**src/shared/eeprom_host_pkg.sv**
```systemverilog
// Constants, codes and timing for the multiplexed-bus memory host.
// Assumes a 25 MHz aclk; all cycle counts derive from CLK_PERIOD_NS.
package eeprom_host_pkg;

	localparam int CLK_PERIOD_NS = 40;

	// Pin timing in ns, as cycles rounded up
	localparam int ALE_WIDTH_NS = 80;
	localparam int ADDR_HOLD_NS = 20;
	localparam int FETCH_WIDTH_NS = 140;
	localparam int READ_WIDTH_NS = 150;
	localparam int STORE_WIDTH_NS = 120;
	localparam int DATA_HOLD_NS = 30;
	localparam logic [2:0] ALE_CYC = 3'((ALE_WIDTH_NS + CLK_PERIOD_NS - 1) / CLK_PERIOD_NS);
	localparam logic [2:0] ADDR_HOLD_CYC = 3'((ADDR_HOLD_NS + CLK_PERIOD_NS - 1) / CLK_PERIOD_NS);
	localparam logic [2:0] FETCH_CYC = 3'((FETCH_WIDTH_NS + CLK_PERIOD_NS - 1) / CLK_PERIOD_NS);
	localparam logic [2:0] READ_CYC = 3'((READ_WIDTH_NS + CLK_PERIOD_NS - 1) / CLK_PERIOD_NS);
	localparam logic [2:0] STORE_CYC = 3'((STORE_WIDTH_NS + CLK_PERIOD_NS - 1) / CLK_PERIOD_NS);
	localparam logic [2:0] DATA_HOLD_CYC = 3'((DATA_HOLD_NS + CLK_PERIOD_NS - 1) / CLK_PERIOD_NS);

	// Byte-load window (longest time, rounded down) and program cycle time
	localparam int BYTE_LOAD_US = 100;
	localparam logic [11:0] BYTE_LOAD_CYC = 12'((BYTE_LOAD_US * 1000) / CLK_PERIOD_NS);
	localparam int PROG_CYCLE_MS = 5;
	localparam int PROG_CYCLE_CYC_DEFAULT = (PROG_CYCLE_MS * 1000000) / CLK_PERIOD_NS;

	// Register byte offsets
	localparam logic [7:0] CTRL_OFS = 8'h00;
	localparam logic [7:0] CMD_OFS = 8'h04;
	localparam logic [7:0] ADDR_OFS = 8'h08;
	localparam logic [7:0] WDATA_OFS = 8'h0c;
	localparam logic [7:0] STATUS_OFS = 8'h10;
	localparam logic [7:0] RDATA_OFS = 8'h14;

	// Field positions and reset values
	localparam int CTRL_GATE_HOLD_BIT = 0;
	localparam int CTRL_PAGE_MODE_BIT = 1;
	localparam logic [1:0] CTRL_RESET = 2'h0;
	localparam int ST_BUSY_BIT = 0;
	localparam int ST_WINDOW_BIT = 1;
	localparam int ST_POLL_TO_BIT = 2;
	localparam int ST_PAGE_ERR_BIT = 3;
	localparam int ST_REFUSED_BIT = 4;
	localparam int ST_TOGGLE_BIT = 5;
	localparam int TOGGLE_FLAG_BIT = 6;
	localparam int PAGE_LSB = 5;

	localparam logic [1:0] RESP_OKAY = 2'h0;
	localparam logic [1:0] RESP_SLVERR = 2'h2;

	typedef enum logic [2:0] {
		OP_FETCH = 3'h0,
		OP_READ = 3'h1,
		OP_WRITE = 3'h2,
		OP_GUARDED_WRITE = 3'h3,
		OP_UNGUARD = 3'h4,
		OP_LOCK_WRITE = 3'h5,
		OP_POLL = 3'h6
	} op_e;

	typedef enum logic [1:0] {
		CYC_FETCH = 2'h0,
		CYC_READ = 2'h1,
		CYC_STORE = 2'h2
	} cyc_kind_e;

	// Command sequence table: guard, then lock-open, then deactivation
	localparam int SEQ_TOTAL = 14;
	localparam logic [3:0] GUARD_BASE = 4'h0;
	localparam logic [3:0] GUARD_LAST = 4'h2;
	localparam logic [3:0] LOCK_BASE = 4'h3;
	localparam logic [3:0] LOCK_LAST = 4'h7;
	localparam logic [3:0] UNGUARD_BASE = 4'h8;
	localparam logic [3:0] UNGUARD_LAST = 4'hd;
	localparam logic [SEQ_TOTAL-1:0][12:0] SEQ_ADDR_DEFAULT = {
		13'h1555, 13'h0aaa, 13'h1555, 13'h1555, 13'h0aaa, 13'h1555,
		13'h1555, 13'h0aaa, 13'h1555, 13'h1555, 13'h0aaa,
		13'h1555, 13'h0aaa, 13'h1555};
	localparam logic [SEQ_TOTAL-1:0][7:0] SEQ_DATA_DEFAULT = {
		8'h20, 8'h55, 8'haa, 8'h80, 8'h55, 8'haa,
		8'h40, 8'h55, 8'haa, 8'h80, 8'h55,
		8'ha0, 8'h55, 8'haa};
	localparam logic [12:0] BLOCK_LOCK_ADDR_DEFAULT = 13'h1fff;

endpackage

```
**src/core/bus_cycle_engine.sv**
```systemverilog
// One latched-address bus cycle on the multiplexed pins: fetch, read or store.
// Assumes start arrives only while idle; the bus input is synchronous to aclk.
`timescale 1ns/1ps
module bus_cycle_engine
	import eeprom_host_pkg::*;
(
	input wire logic aclk,
	input wire logic aresetn,
	input wire logic start,
	input wire logic [1:0] kind,
	input wire logic [12:0] addr,
	input wire logic [7:0] wdata,
	output logic done,
	output logic store_fall,
	output logic [7:0] rdata,
	output logic ale,
	output logic ce_n,
	output logic fetch_strobe_n,
	output logic rd_n,
	output logic wr_n,
	output logic [4:0] addr_hi,
	output logic [7:0] bus_o,
	output logic bus_oe,
	input wire logic [7:0] bus_i
);

	typedef enum logic [4:0] {
		E_IDLE = 5'b00001,
		E_ADDR = 5'b00010,
		E_HOLD = 5'b00100,
		E_STROBE = 5'b01000,
		E_RELEASE = 5'b10000
	} eng_state_e;

	typedef struct packed {
		eng_state_e st;
		logic [2:0] cnt;
		logic [1:0] kind;
		logic [7:0] data;
		logic done;
		logic store_fall;
		logic [7:0] rdata;
		logic ale;
		logic ce_n;
		logic fetch_n;
		logic rd_n;
		logic wr_n;
		logic [4:0] a_hi;
		logic [7:0] bus_o;
		logic bus_oe;
	} eng_s;

	eng_s eng_reg;
	eng_s eng_next;

	always_comb begin
		eng_next = eng_reg;
		eng_next.done = 1'b0;
		eng_next.store_fall = 1'b0;
		case (eng_reg.st)
			E_IDLE: begin
				if (start) begin
					// Select drops with the latch strobe rise, well before its fall
					eng_next.ce_n = 1'b0;
					eng_next.ale = 1'b1;
					eng_next.kind = kind;
					eng_next.data = wdata;
					eng_next.a_hi = addr[12:8];
					eng_next.bus_o = addr[7:0];
					eng_next.bus_oe = 1'b1;
					eng_next.cnt = ALE_CYC - 3'h1;
					eng_next.st = E_ADDR;
				end
			end
			E_ADDR: begin
				if (eng_reg.cnt == 3'h0) begin
					eng_next.ale = 1'b0;
					eng_next.cnt = ADDR_HOLD_CYC - 3'h1;
					eng_next.st = E_HOLD;
				end else begin
					eng_next.cnt = eng_reg.cnt - 3'h1;
				end
			end
			E_HOLD: begin
				if (eng_reg.cnt == 3'h0) begin
					eng_next.bus_oe = 1'b0;
					eng_next.st = E_STROBE;
					case (eng_reg.kind)
						CYC_FETCH: begin
							eng_next.fetch_n = 1'b0;
							eng_next.cnt = FETCH_CYC - 3'h1;
						end
						CYC_READ: begin
							eng_next.rd_n = 1'b0;
							eng_next.cnt = READ_CYC - 3'h1;
						end
						default: begin
							eng_next.wr_n = 1'b0;
							eng_next.store_fall = 1'b1;
							eng_next.cnt = STORE_CYC - 3'h1;
						end
					endcase
				end else begin
					eng_next.cnt = eng_reg.cnt - 3'h1;
				end
			end
			E_STROBE: begin
				// Data follows the store strobe fall by one cycle
				if (eng_reg.kind == CYC_STORE && !eng_reg.bus_oe) begin
					eng_next.bus_oe = 1'b1;
					eng_next.bus_o = eng_reg.data;
				end
				if (eng_reg.cnt == 3'h0) begin
					if (eng_reg.kind != CYC_STORE) begin
						eng_next.rdata = bus_i;
					end
					eng_next.fetch_n = 1'b1;
					eng_next.rd_n = 1'b1;
					eng_next.wr_n = 1'b1;
					eng_next.cnt = DATA_HOLD_CYC - 3'h1;
					eng_next.st = E_RELEASE;
				end else begin
					eng_next.cnt = eng_reg.cnt - 3'h1;
				end
			end
			E_RELEASE: begin
				if (eng_reg.cnt == 3'h0) begin
					eng_next.bus_oe = 1'b0;
					eng_next.ce_n = 1'b1;
					eng_next.done = 1'b1;
					eng_next.st = E_IDLE;
				end else begin
					eng_next.cnt = eng_reg.cnt - 3'h1;
				end
			end
			default: begin
				eng_next.st = E_IDLE;
			end
		endcase
	end

	always_ff @(posedge aclk) begin
		if (!aresetn) begin
			eng_reg <= '{st: E_IDLE, ce_n: 1'b1, fetch_n: 1'b1, rd_n: 1'b1, wr_n: 1'b1,
				default: '0};
		end else begin
			eng_reg <= eng_next;
		end
	end

	assign done = eng_reg.done;
	assign store_fall = eng_reg.store_fall;
	assign rdata = eng_reg.rdata;
	assign ale = eng_reg.ale;
	assign ce_n = eng_reg.ce_n;
	assign fetch_strobe_n = eng_reg.fetch_n;
	assign rd_n = eng_reg.rd_n;
	assign wr_n = eng_reg.wr_n;
	assign addr_hi = eng_reg.a_hi;
	assign bus_o = eng_reg.bus_o;
	assign bus_oe = eng_reg.bus_oe;

endmodule

```
**src/core/eeprom_host.sv**
```systemverilog
// Host controller for a multiplexed-bus electrically erasable memory.
// Assumes an AXI4-Lite master on the register side and the memory pins outside.
//
// Notes on behaviour
// Address bytes are latched by the memory when the latch strobe falls.
// A data read returns the byte after the read strobe goes low.
// Write: latch address, lower store strobe, then present data; captured on rise.
// With the guard on, three command bytes precede each byte or page write.
// Chip select high means standby and a released data bus.
// Select low, fetch strobe low, others high: program fetch.
// Select low, read strobe low, others high: data read.
// Select low, fetch and read high, store strobe low: write, bus is input.
// One program cycle takes a page of one to thirty-two bytes.
// Every store strobe fall restarts the 100 us byte-load timer.
// Next page byte must start within 100 us of the previous one.
// All bytes of one page share address bits 5 to 12.
// During programming, bit 6 inverts on every read.
// When programming ends, bit 6 stops toggling; normal access returns.
// Delivered memory has the write guard disabled.
// First guarded write enables the guard, kept nonvolatile.
// Guard stays enabled until the deactivation sequence is written.
// With the guard on, unguarded data writes are ignored.
// Locked 1K blocks reject all writes until unlocked.
// Five command bytes open the lock register; one write then sets it.
// Lock bytes and lock register write follow page write timing.
// Write gate low during writes; raising it early cancels programming.
// Chip select goes low before the latch strobe falls.
// Internal programming finishes within 5 ms.
// Lock register has one bit per 1K block, top three address bits.
// Command byte values and addresses are design parameters.
`timescale 1ns/1ps
module eeprom_host
	import eeprom_host_pkg::*;
#(
	parameter int unsigned PROG_CYC = PROG_CYCLE_CYC_DEFAULT,
	parameter logic [SEQ_TOTAL-1:0][12:0] SEQ_ADDR = SEQ_ADDR_DEFAULT,
	parameter logic [SEQ_TOTAL-1:0][7:0] SEQ_DATA = SEQ_DATA_DEFAULT,
	parameter logic [12:0] BLOCK_LOCK_ADDR = BLOCK_LOCK_ADDR_DEFAULT
) (
	input wire logic aclk,
	input wire logic aresetn,
	input wire logic [7:0] awaddr,
	input wire logic awvalid,
	output logic awready,
	input wire logic [31:0] wdata,
	input wire logic [3:0] wstrb,
	input wire logic wvalid,
	output logic wready,
	output logic [1:0] bresp,
	output logic bvalid,
	input wire logic bready,
	input wire logic [7:0] araddr,
	input wire logic arvalid,
	output logic arready,
	output logic [31:0] rdata,
	output logic [1:0] rresp,
	output logic rvalid,
	input wire logic rready,
	output logic ale,
	output logic ce_n,
	output logic fetch_strobe_n,
	output logic rd_n,
	output logic wr_n,
	output logic write_gate_n,
	output logic [4:0] addr_hi,
	output logic [7:0] muxed_addr_data_bus_o,
	output logic muxed_addr_data_bus_oe,
	input wire logic [7:0] muxed_addr_data_bus_i
);

	localparam int PW = $clog2(PROG_CYC + 1);

	typedef enum logic [5:0] {
		M_IDLE = 6'b000001,
		M_SEQ = 6'b000010,
		M_ONE = 6'b000100,
		M_DRAIN = 6'b001000,
		M_POLL = 6'b010000,
		M_SPARE = 6'b100000
	} host_state_e;

	typedef struct packed {
		host_state_e st;
		logic awready;
		logic wready;
		logic aw_full;
		logic w_full;
		logic [7:0] aw_addr;
		logic [31:0] w_data;
		logic [3:0] w_strb;
		logic bvalid;
		logic [1:0] bresp;
		logic arready;
		logic rvalid;
		logic [1:0] rresp;
		logic [31:0] rdata;
		logic [1:0] ctrl;
		logic [12:0] addr;
		logic [7:0] wbyte;
		logic [7:0] rd_byte;
		logic poll_to;
		logic page_err;
		logic refused;
		logic [3:0] seq_idx;
		logic [3:0] seq_last;
		logic with_data;
		logic [12:0] data_addr;
		logic [11:0] win_cnt;
		logic [PW-1:0] prog_cnt;
		logic [7:0] last_page;
		logic page_live;
		logic toggle_prev;
		logic have_prev;
		logic gate_n;
		logic eng_start;
		logic [1:0] eng_kind;
		logic [12:0] eng_addr;
		logic [7:0] eng_data;
	} host_s;

	host_s host_reg;
	host_s host_next;

	logic eng_done;
	logic eng_store_fall;
	logic [7:0] eng_rdata;

	function automatic logic [31:0] merge(input logic [31:0] old, input logic [31:0] nw,
		input logic [3:0] strb);
		logic [31:0] res;
		res = old;
		for (int i = 0; i < 4; i++) begin
			if (strb[i]) begin
				res[i*8 +: 8] = nw[i*8 +: 8];
			end
		end
		return res;
	endfunction

	always_comb begin
		logic [31:0] wm;
		logic [31:0] st_word;
		logic page_ok;
		wm = '0;
		st_word = '0;
		page_ok = 1'b1;
		host_next = host_reg;
		host_next.eng_start = 1'b0;

		// Host mirror of the byte-load timer, restarted on each store fall
		if (eng_store_fall) begin
			host_next.win_cnt = BYTE_LOAD_CYC;
		end else if (host_reg.win_cnt != 12'h0) begin
			host_next.win_cnt = host_reg.win_cnt - 12'h1;
		end
		host_next.gate_n = host_reg.ctrl[CTRL_GATE_HOLD_BIT];

		st_word[ST_BUSY_BIT] = host_reg.st != M_IDLE;
		st_word[ST_WINDOW_BIT] = host_reg.win_cnt != 12'h0;
		st_word[ST_POLL_TO_BIT] = host_reg.poll_to;
		st_word[ST_PAGE_ERR_BIT] = host_reg.page_err;
		st_word[ST_REFUSED_BIT] = host_reg.refused;
		st_word[ST_TOGGLE_BIT] = host_reg.toggle_prev;

		// Write address and data are taken independently
		if (awvalid && host_reg.awready) begin
			host_next.aw_addr = awaddr;
			host_next.aw_full = 1'b1;
			host_next.awready = 1'b0;
		end
		if (wvalid && host_reg.wready) begin
			host_next.w_data = wdata;
			host_next.w_strb = wstrb;
			host_next.w_full = 1'b1;
			host_next.wready = 1'b0;
		end
		if (host_reg.bvalid && bready) begin
			host_next.bvalid = 1'b0;
			host_next.awready = 1'b1;
			host_next.wready = 1'b1;
		end

		// A command write into a busy state machine is refused, not queued
		if (host_reg.aw_full && host_reg.w_full && !host_reg.bvalid) begin
			host_next.aw_full = 1'b0;
			host_next.w_full = 1'b0;
			host_next.bvalid = 1'b1;
			host_next.bresp = RESP_OKAY;
			page_ok = !(host_reg.ctrl[CTRL_PAGE_MODE_BIT] && host_reg.page_live &&
				host_reg.win_cnt != 12'h0 &&
				host_reg.addr[12:PAGE_LSB] != host_reg.last_page);
			case (host_reg.aw_addr)
				CTRL_OFS: begin
					wm = merge(32'(host_reg.ctrl), host_reg.w_data, host_reg.w_strb);
					host_next.ctrl = wm[1:0];
				end
				ADDR_OFS: begin
					wm = merge(32'(host_reg.addr), host_reg.w_data, host_reg.w_strb);
					host_next.addr = wm[12:0];
				end
				WDATA_OFS: begin
					wm = merge(32'(host_reg.wbyte), host_reg.w_data, host_reg.w_strb);
					host_next.wbyte = wm[7:0];
				end
				STATUS_OFS: begin
					if (host_reg.w_strb[0]) begin
						host_next.poll_to = host_reg.poll_to & ~host_reg.w_data[ST_POLL_TO_BIT];
						host_next.page_err = host_reg.page_err &
							~host_reg.w_data[ST_PAGE_ERR_BIT];
						host_next.refused = host_reg.refused & ~host_reg.w_data[ST_REFUSED_BIT];
					end
				end
				CMD_OFS: begin
					if (!host_reg.w_strb[0]) begin
						host_next.bresp = RESP_OKAY;
					end else if (host_reg.st != M_IDLE) begin
						host_next.refused = 1'b1;
					end else begin
						host_next.eng_addr = host_reg.addr;
						host_next.eng_data = host_reg.wbyte;
						host_next.data_addr = host_reg.addr;
						case (host_reg.w_data[2:0])
							OP_FETCH, OP_READ: begin
								host_next.eng_kind = (host_reg.w_data[2:0] == OP_FETCH) ?
									CYC_FETCH : CYC_READ;
								host_next.eng_start = 1'b1;
								host_next.st = M_ONE;
							end
							OP_WRITE, OP_GUARDED_WRITE: begin
								if (!page_ok) begin
									host_next.page_err = 1'b1;
								end else begin
									host_next.last_page = host_reg.addr[12:PAGE_LSB];
									host_next.page_live = 1'b1;
									host_next.eng_kind = CYC_STORE;
									host_next.eng_start = 1'b1;
									if (host_reg.w_data[2:0] == OP_WRITE) begin
										host_next.st = M_ONE;
									end else begin
										// Guard bytes first, then the data byte
										host_next.seq_idx = GUARD_BASE;
										host_next.seq_last = GUARD_LAST;
										host_next.with_data = 1'b1;
										host_next.eng_addr = SEQ_ADDR[GUARD_BASE];
										host_next.eng_data = SEQ_DATA[GUARD_BASE];
										host_next.st = M_SEQ;
									end
								end
							end
							OP_UNGUARD, OP_LOCK_WRITE: begin
								host_next.eng_kind = CYC_STORE;
								host_next.eng_start = 1'b1;
								host_next.st = M_SEQ;
								if (host_reg.w_data[2:0] == OP_UNGUARD) begin
									host_next.seq_idx = UNGUARD_BASE;
									host_next.seq_last = UNGUARD_LAST;
									host_next.with_data = 1'b0;
									host_next.eng_addr = SEQ_ADDR[UNGUARD_BASE];
									host_next.eng_data = SEQ_DATA[UNGUARD_BASE];
								end else begin
									host_next.seq_idx = LOCK_BASE;
									host_next.seq_last = LOCK_LAST;
									host_next.with_data = 1'b1;
									host_next.data_addr = BLOCK_LOCK_ADDR;
									host_next.eng_addr = SEQ_ADDR[LOCK_BASE];
									host_next.eng_data = SEQ_DATA[LOCK_BASE];
								end
							end
							OP_POLL: begin
								host_next.have_prev = 1'b0;
								host_next.st = M_DRAIN;
							end
							default: begin
								host_next.refused = 1'b1;
							end
						endcase
					end
				end
				RDATA_OFS: begin
					host_next.bresp = RESP_OKAY;
				end
				default: begin
					host_next.bresp = RESP_SLVERR;
				end
			endcase
		end

		// Register reads answer one cycle after the address is taken
		if (arvalid && host_reg.arready) begin
			host_next.arready = 1'b0;
			host_next.rvalid = 1'b1;
			host_next.rresp = RESP_OKAY;
			case (araddr)
				CTRL_OFS: host_next.rdata = 32'(host_reg.ctrl);
				CMD_OFS: host_next.rdata = 32'h0;
				ADDR_OFS: host_next.rdata = 32'(host_reg.addr);
				WDATA_OFS: host_next.rdata = 32'(host_reg.wbyte);
				STATUS_OFS: host_next.rdata = st_word;
				RDATA_OFS: host_next.rdata = 32'(host_reg.rd_byte);
				default: begin
					host_next.rdata = 32'h0;
					host_next.rresp = RESP_SLVERR;
				end
			endcase
		end
		if (host_reg.rvalid && rready) begin
			host_next.rvalid = 1'b0;
			host_next.arready = 1'b1;
		end

		case (host_reg.st)
			M_IDLE: begin
				host_next.st = host_next.st;
			end
			M_SEQ: begin
				// Back-to-back stores keep every gap far inside the byte-load window
				if (eng_done) begin
					host_next.eng_start = 1'b1;
					host_next.eng_kind = CYC_STORE;
					if (host_reg.seq_idx != host_reg.seq_last) begin
						host_next.seq_idx = host_reg.seq_idx + 4'h1;
						host_next.eng_addr = SEQ_ADDR[host_next.seq_idx];
						host_next.eng_data = SEQ_DATA[host_next.seq_idx];
					end else if (host_reg.with_data) begin
						host_next.eng_addr = host_reg.data_addr;
						host_next.eng_data = host_reg.wbyte;
						host_next.st = M_ONE;
					end else begin
						host_next.eng_start = 1'b0;
						host_next.st = M_IDLE;
					end
				end
			end
			M_ONE: begin
				if (eng_done) begin
					if (host_reg.eng_kind != CYC_STORE) begin
						host_next.rd_byte = eng_rdata;
					end
					host_next.st = M_IDLE;
				end
			end
			M_DRAIN: begin
				// Polling before the window closes would only see a loading page
				if (host_reg.win_cnt == 12'h0) begin
					host_next.prog_cnt = PW'(PROG_CYC);
					host_next.eng_kind = CYC_READ;
					host_next.eng_start = 1'b1;
					host_next.st = M_POLL;
				end
			end
			M_POLL: begin
				if (host_reg.prog_cnt != '0) begin
					host_next.prog_cnt = host_reg.prog_cnt - PW'(1);
				end
				if (eng_done) begin
					host_next.rd_byte = eng_rdata;
					host_next.toggle_prev = eng_rdata[TOGGLE_FLAG_BIT];
					host_next.have_prev = 1'b1;
					if (host_reg.have_prev &&
						eng_rdata[TOGGLE_FLAG_BIT] == host_reg.toggle_prev) begin
						host_next.page_live = 1'b0;
						host_next.st = M_IDLE;
					end else if (host_reg.prog_cnt == '0) begin
						host_next.poll_to = 1'b1;
						host_next.st = M_IDLE;
					end else begin
						host_next.eng_start = 1'b1;
					end
				end
			end
			default: begin
				host_next.st = M_IDLE;
			end
		endcase
	end

	always_ff @(posedge aclk) begin
		if (!aresetn) begin
			host_reg <= '{st: M_IDLE, awready: 1'b1, wready: 1'b1, arready: 1'b1,
				ctrl: CTRL_RESET, default: '0};
		end else begin
			host_reg <= host_next;
		end
	end

	bus_cycle_engine i_bus_cycle_engine (
		.aclk(aclk),
		.aresetn(aresetn),
		.start(host_reg.eng_start),
		.kind(host_reg.eng_kind),
		.addr(host_reg.eng_addr),
		.wdata(host_reg.eng_data),
		.done(eng_done),
		.store_fall(eng_store_fall),
		.rdata(eng_rdata),
		.ale(ale),
		.ce_n(ce_n),
		.fetch_strobe_n(fetch_strobe_n),
		.rd_n(rd_n),
		.wr_n(wr_n),
		.addr_hi(addr_hi),
		.bus_o(muxed_addr_data_bus_o),
		.bus_oe(muxed_addr_data_bus_oe),
		.bus_i(muxed_addr_data_bus_i)
	);

	assign awready = host_reg.awready;
	assign wready = host_reg.wready;
	assign bvalid = host_reg.bvalid;
	assign bresp = host_reg.bresp;
	assign arready = host_reg.arready;
	assign rvalid = host_reg.rvalid;
	assign rresp = host_reg.rresp;
	assign rdata = host_reg.rdata;
	assign write_gate_n = host_reg.gate_n;

endmodule

```
**config.mk**
```make
export PLATFORM = sky130hd
export DESIGN_NAME = eeprom_host
export DESIGN_NICKNAME = d
export VERILOG_FILES = /design/src/shared/eeprom_host_pkg.sv /design/src/core/bus_cycle_engine.sv /design/src/core/eeprom_host.sv
export SDC_FILE = /design/constraint.sdc
export NUM_CORES = 1
export LEC_CHECK = 0
export ABC_AREA = 0
export BUFFER_PORTS_ARGS = -buffer_cell sky130_fd_sc_hd__clkbuf_2
export CORE_ASPECT_RATIO = 0.8
export CORE_MARGIN = 2
export CORE_UTILIZATION = 40
export CTS_BUF_LIST = sky130_fd_sc_hd__clkbuf_8
export DETAILED_ROUTE_END_ITERATION = 12
export PLACE_DENSITY = 0.65
export SLEW_MARGIN = 10
export SYNTH_ARGS = -nofsm -noshare
export SYNTH_HDL_FRONTEND = slang
export SYNTH_HIERARCHICAL = 1
export SYNTH_SLANG_ARGS = --single-unit
```
**constraint.sdc**
```tcl
create_clock -name aclk -period 3.4 [get_ports aclk]
set_clock_uncertainty 0.2 [all_clocks]
set_input_delay 0.17 -clock aclk [delete_from_list [all_inputs] [get_ports aclk]]
set_output_delay 0.17 -clock aclk [all_outputs]
set_load 0.005 [all_outputs]
```
# After elaboration in Yosys (flattened, before gate mapping)
# Memory sizes are Yosys's and may differ from the RTL's.
# Cells that the tools add are included.
[totals]
mem_bits_ro = 336
register_bits = 240
word_cells = 320
output_inout_bits = 61
memories = 2
[classes]
eq_ne = 58
n_addsub = 4
n_lt_le_gt_ge = 1
bitwise_logic = 9
reduce_logical = 73
mux = 120
[memory_table]
columns = ["name", "words", "width", "rd", "rd_clocked_by_memory_dff", "wr", "line_no", "source"]
rows = [
  ["(name not given)", 16, 13, 1, 0, 0, "eeprom_host.sv:322", "host_next.eng_addr = SEQ_ADDR[host_next.seq_idx];"],
  ["(name not given)", 16, 8, 1, 0, 0, "eeprom_host.sv:323", "host_next.eng_data = SEQ_DATA[host_next.seq_idx];"],
]
[ops]
columns = ["op", "n"]
rows = [
  ["24-bit two-way mux", 7],
  ["21-bit two-way mux", 5],
  ["6-bit two-way mux", 12],
  ["13-bit one-hot mux with 5 select lines", 1],
  ["9-bit two-way mux", 6],
  ["22-bit two-way mux", 2],
  ["21-bit one-hot mux with 2 select lines", 1],
  ["13-bit two-way mux", 3],
  ["1-bit two-way mux", 36],
  ["3-bit two-way mux", 12],
  ["17-bit two-way mux", 2],
  ["17-bit one-hot mux with 2 select lines", 1],
  ["3-bit AND reduction", 11],
  ["8-bit by 4-bit equality test with 1-bit output (second input constant)", 4],
  ["8-bit by 5-bit equality test with 1-bit output (second input constant)", 4],
  ["2-bit inequality test (second input constant)", 16],
  ["8-bit one-hot mux with 2 select lines", 2],
  ["6-bit one-hot mux with 5 select lines", 1],
  ["25-bit two-way mux", 1],
  ["5-bit one-hot mux with 5 select lines", 1],
  ["12-bit two-way mux", 2],
  ["8-bit two-way mux", 3],
  ["6-bit one-hot mux with 4 select lines", 1],
  ["4-bit AND reduction", 6],
  ["other kinds (59)", 125],
]

# Longest topological paths before layout
[logic_depth]
depth_word = 13
depth_mapped = 11
ltp_nobuf = 9

# By module
# Netlist, hierarchy kept.
[by_module_without_submodules]
columns = ["module", "area_each_um2", "seq_area_each_um2", "instances", "cells_per_inst"]
rows = [
  ["eeprom_host", 8354.3, 3403.3, 1, 1032],
  ["bus_cycle_engine", 2184.6, 940.9, 1, 248],
]

# Worst setup path after synthesis
# OpenSTA, ideal clock, no wires.
[synth_timing]
path_type = "flip-flop to flip-flop"
start = "register host_reg[84] (netlist name)"
end = "register host_reg[19] (netlist name)"
arrival_time_ps = 2342
setup_slack_ps = 712
setup_ps = 146
required_time_ps = 3054
synth_period_minus_slack_ps = 2688
path_stages_with_launch = 11
path_buffers = 2
path_cell_list = "dfxtp_1 clkbuf_1 inv_1 ha_1 clkbuf_1 nor2b_1 o22ai_1 o2bb2ai_1 a32o_1 o21ai_0 a31oi_1"
[synth_between]
elab_chain_cells = 6
elab_cells_between_ends = 7
[synth_rtl]
columns = ["element", "line_no", "source"]
rows = [
  ["from (decl)", "eeprom_host.sv:121", "host_s host_reg;"],
  ["from (signal assigned)", "eeprom_host.sv:379", "host_reg <= '{st: M_IDLE, awready: 1'b1, wready: 1'b1, arready: 1'b1,"],
  ["from (signal assigned)", "eeprom_host.sv:382", "host_reg <= host_next;"],
  ["4-bit by 1-bit adder with 4-bit output", "eeprom_host.sv:321", "host_next.seq_idx = host_reg.seq_idx + 4'h1;"],
  ["memory 16 x 13 bit", "--", ""],
  ["13-bit two-way mux (implied by the code)", "eeprom_host.sv:322", ""],
  ["21-bit two-way mux (*)", "eeprom_host.sv:320", "if (host_reg.seq_idx != host_reg.seq_last) begin"],
  ["24-bit two-way mux (*)", "eeprom_host.sv:317", "if (eng_done) begin"],
  ["21-bit two-way mux (*)", "eeprom_host.sv:311", "case (host_reg.st)"],
]
# Mark *: on every way between the ends. The rest lies on a longest branch, timed or not. The select of a mux whose other input is x is not followed.
# A chain may end at the register's enable or synchronous reset.

# Worst setup path in the final report
[layout_timing]
start = "register host_reg[53] (netlist name)"
end = "register host_reg[13] (netlist name)"
[layout_between]
elab_chain_cells = 13
[layout_rtl]
columns = ["element", "line_no", "source"]
rows = [
  ["12-bit nonzero test (*)", "eeprom_host.sv:190", "host_reg.win_cnt != 12'h0 &&"],
  ["1-bit logical AND (*)", "eeprom_host.sv:189", "page_ok = !(host_reg.ctrl[CTRL_PAGE_MODE_BIT] && host_reg.page_live &&"],
  ["1-bit logical AND (*)", "eeprom_host.sv:190", ""],
  ["24-bit two-way mux (*)", "eeprom_host.sv:230", "if (!page_ok) begin"],
  ["21-bit one-hot mux with 2 select lines (*)", "eeprom_host.sv:222", "case (host_reg.w_data[2:0])"],
  ["24-bit two-way mux (*)", "eeprom_host.sv:216", "end else if (host_reg.st != M_IDLE) begin"],
  ["24-bit two-way mux (*)", "eeprom_host.sv:214", "if (!host_reg.w_strb[0]) begin"],
  ["24-bit two-way mux (*)", "eeprom_host.sv:192", "case (host_reg.aw_addr)"],
  ["24-bit two-way mux (*)", "eeprom_host.sv:184", "if (host_reg.aw_full && host_reg.w_full && !host_reg.bvalid) begin"],
  ["21-bit two-way mux", "eeprom_host.sv:324", "end else if (host_reg.with_data) begin"],
  ["21-bit two-way mux", "eeprom_host.sv:320", ""],
  ["24-bit two-way mux", "eeprom_host.sv:317", ""],
  ["21-bit two-way mux (*)", "eeprom_host.sv:311", ""],
]
# Mark *: on every way between the ends. The rest lies on a longest branch, timed or not.

==> flow_summary.json <==
{
  "drc": 0,
  "clk_pin_slew_ps": 60,
  "arrival_ps": 3110,
  "place_congestion": 0.8541,
  "grt_pass1_wl_um": 44790,
  "power.leakage_nw": 4.885,
  "area_delta_synth_final_pct": 15.32,
  "fin_crit_ps": 2868,
  "die_area_um2": 27670,
  "synthFlopType": "dfxtp_1",
  "synth_edf_count": 0,
  "ir_drop_v": 0.0003364,
  "cts.sinks": 217,
  "n_fill_cell": 2574,
  "synthesis.area_um2": 10540,
  "outcome": "finished clean",
  "grt_setup_unrepaired": "false",
  "worst_setup_path_end_kind": "flop",
  "slew_viol_final": 0,
  "synth_seq_area_share": 0.4122,
  "antenna_found_initial": 0,
  "wl_um": 27830,
  "layout-drive-gt1-share": 0.1360,
  "synthTopCellsByArea": "dfxtp_1, a21oi_1, nor2_1, mux2i_1, nand2_1",
  "netlist_instances": 1280,
  "grt_start_max_net_pins": 65,
  "period_share": 0.8436,
  "die_w_um": 185.5,
  "postCtsSetupBuffers": 0,
  "finalWorstSetupSlack_ps": 531.8,
  "routedWlPerCell_um": 15.93,
  "critPathLaunchType": "flop",
  "synth_cell_types": 80,
  "drt_pass1_iterations": 5,
  "cts_made_buffers": 36,
  "cts_max_path_buffers": 3,
  "holdCritPathClass": "input port to flop",
  "maxCapViolCount": 0,
  "largest_register_ffs": 148,
  "via_per_inst": 5.301,
  "antennaDiodeCount": 0,
  "start_util": 0.4044,
  "syn_avg_cell_area_um2": 8.233,
  "power.density_nw_per_um2": 462.7,
  "worst_ep_required_time_ps": 3640,
  "dpl.cell_count": 1633,
  "async_flop_share": 0,
  "cts_tree": "done",
  "port_buffers": 85,
  "place_ws_ps": 603.4,
  "antenna_left": 0,
  "setup_tns_ps": 0,
  "num-nets-final": 1447,
  "drt-initial-drc-count": 781,
  "ios": 128,
  "ys_seq_elements": 217,
  "setup_viol": 0,
  "grt_pass1_vias": 8686,
  "worstSetupPathType": "flop to flop",
  "cts_root_buffer": "clkbuf_8",
  "yosysWarnings": 6,
  "yosysMostFrequentCell": "dfxtp_1",
  "crit_fanout": 10,
  "synth_top_area_cell": "dfxtp_1",
  "die_h_um": 149.2,
  "hold_viol": 0,
  "core_area_um2": 26060,
  "netlist_top_cells_count": "dfxtp_1, nor2_1, nand2_1",
  "whs_ps": 89.84,
  "hpwl_um": 19350,
  "relSlewSlack": 0.2583,
  "worst_skew_pair.late_latency_ps": 550,
  "overflow": 0,
  "cts_max_level": 2,
  "worst_pin_slew_ps": 1110,
  "synth.top_cell.area_share": 0.4122,
  "post_cts_resized": 0,
  "num_vias": 9260,
  "std_cell_rows": 53,
  "grt_use_total": 0.2017,
  "fmax_mhz": 348.6,
  "fin_cells": 1747
}
==> worst paths after layout <==
path                startpoint                        endpoint  slack [ps]  depth (start not counted)
setup / recovery  host_reg[53]                    host_reg[13]         530                          9
hold / removal       araddr[6]                        rdata[0]          90                          6
setup reg to reg  host_reg[53]                    host_reg[13]         530                          9
hold reg to reg    host_reg[1]  i_bus_cycle_engine/eng_reg[30]         220                          2
==> cells in the final DEF (no fill, tap or decap), types with 6 or more instances in the layout <==
| cell | count |
|---|---|
| and3_1 | 6 |
| xor2_1 | 26 |
| or3_1 | 18 |
| a221oi_1 | 7 |
| o22ai_1 | 18 |
| a22oi_1 | 8 |
| nand2b_1 | 19 |
| nand3_1 | 33 |
| nor4_1 | 8 |
| dfxtp_1 | 217 |
| nor2_1 | 148 |
| conb_1 | 22 |
| a31oi_1 | 18 |
| nand4_1 | 10 |
| a211oi_1 | 12 |
| nand2_1 | 142 |
| inv_1 | 38 |
| o211ai_1 | 14 |
| ha_1 | 14 |
| o21ai_0 | 45 |
| clkbuf_8 | 46 |
| nor2b_1 | 12 |
| xnor2_1 | 12 |
| and2_1 | 7 |
| clkbuf_2 | 85 |
| a21oi_1 | 125 |
| dlygate4sd3_1 | 52 |
| buf_4 | 22 |
| nor3_1 | 44 |
| a21o_1 | 6 |
| nor3b_1 | 11 |
| nand3b_1 | 9 |
| mux2i_1 | 54 |
==> critical path, stage by stage, from the launching register on <==
cell and delay (ps):
dfxtp_1 330, inv_1 80, ha_1 200, nand2b_1 150, nor4_4 110, a211oi_1 560
nand2_1 230, a41oi_2 550, o211ai_1 160, a31oi_1 190
==> area by class of cell <==
cell class / instances / area (um2) / area share
Timing Repair Buffer: 159 / 1111 / 0.09142
Clock inverter: 16 / 83.83 / 0.006898
Inverter: 28 / 107.6 / 0.008854
Tap cell: 357 / 446.7 / 0.03675
Sequential cell: 217 / 4344 / 0.3575
Multi-Input combinational cell: 924 / 5426 / 0.4465
Clock buffer: 46 / 633.1 / 0.05210
==> power by group <==
part	leakage, nW	switching, W	internal, W
clock	0.409	0.00107	0.00122
sequential	1.76	0.0000677	0.00262
combinational	2.72	0.000374	0.000277
total	4.88	0.00151	0.00411
==> what timing repair did <==
action / in CTS / in global routing
setup endpoints to repair: 0 / 0
endpoints found under the hold margin: 50 / 0
hold buffers: 52 / 0
==> per-stage QoR <==
stage               total power (W)  instance area, um2  utilization
floorplan                  0.003203               10620            -
global placement           0.003318               10920       0.4188
detailed placement         0.003335               10920       0.4188
CTS                        0.005658               12150       0.4663
global route               0.005878               12150       0.4663
finish                     0.005623               12150       0.4663
==> kinds of logic after synthesis <==
family                   after synthesis  synth area share
adder cells (fa/ha/maj)               14           0.01662
AO/OA/AOI/OAI                        287            0.1684
multiplexers                          55           0.05236
buffers and inverters                160           0.08037
flip-flops                           217            0.4122
XOR/XNOR                              38           0.03158
AND/OR/NAND/NOR                      508            0.2382
other                                  1         0.0003558
==> layer usage <==
layer,GRT usage,wire (um),vias up
met5,0,0,-
met1,0.2906,13270,4301
met4,0.04365,412,0
li1,-,-,4582
met2,0.3091,11910,328
met3,0.04297,2247,49
Power figures use the tool's default switching activity.
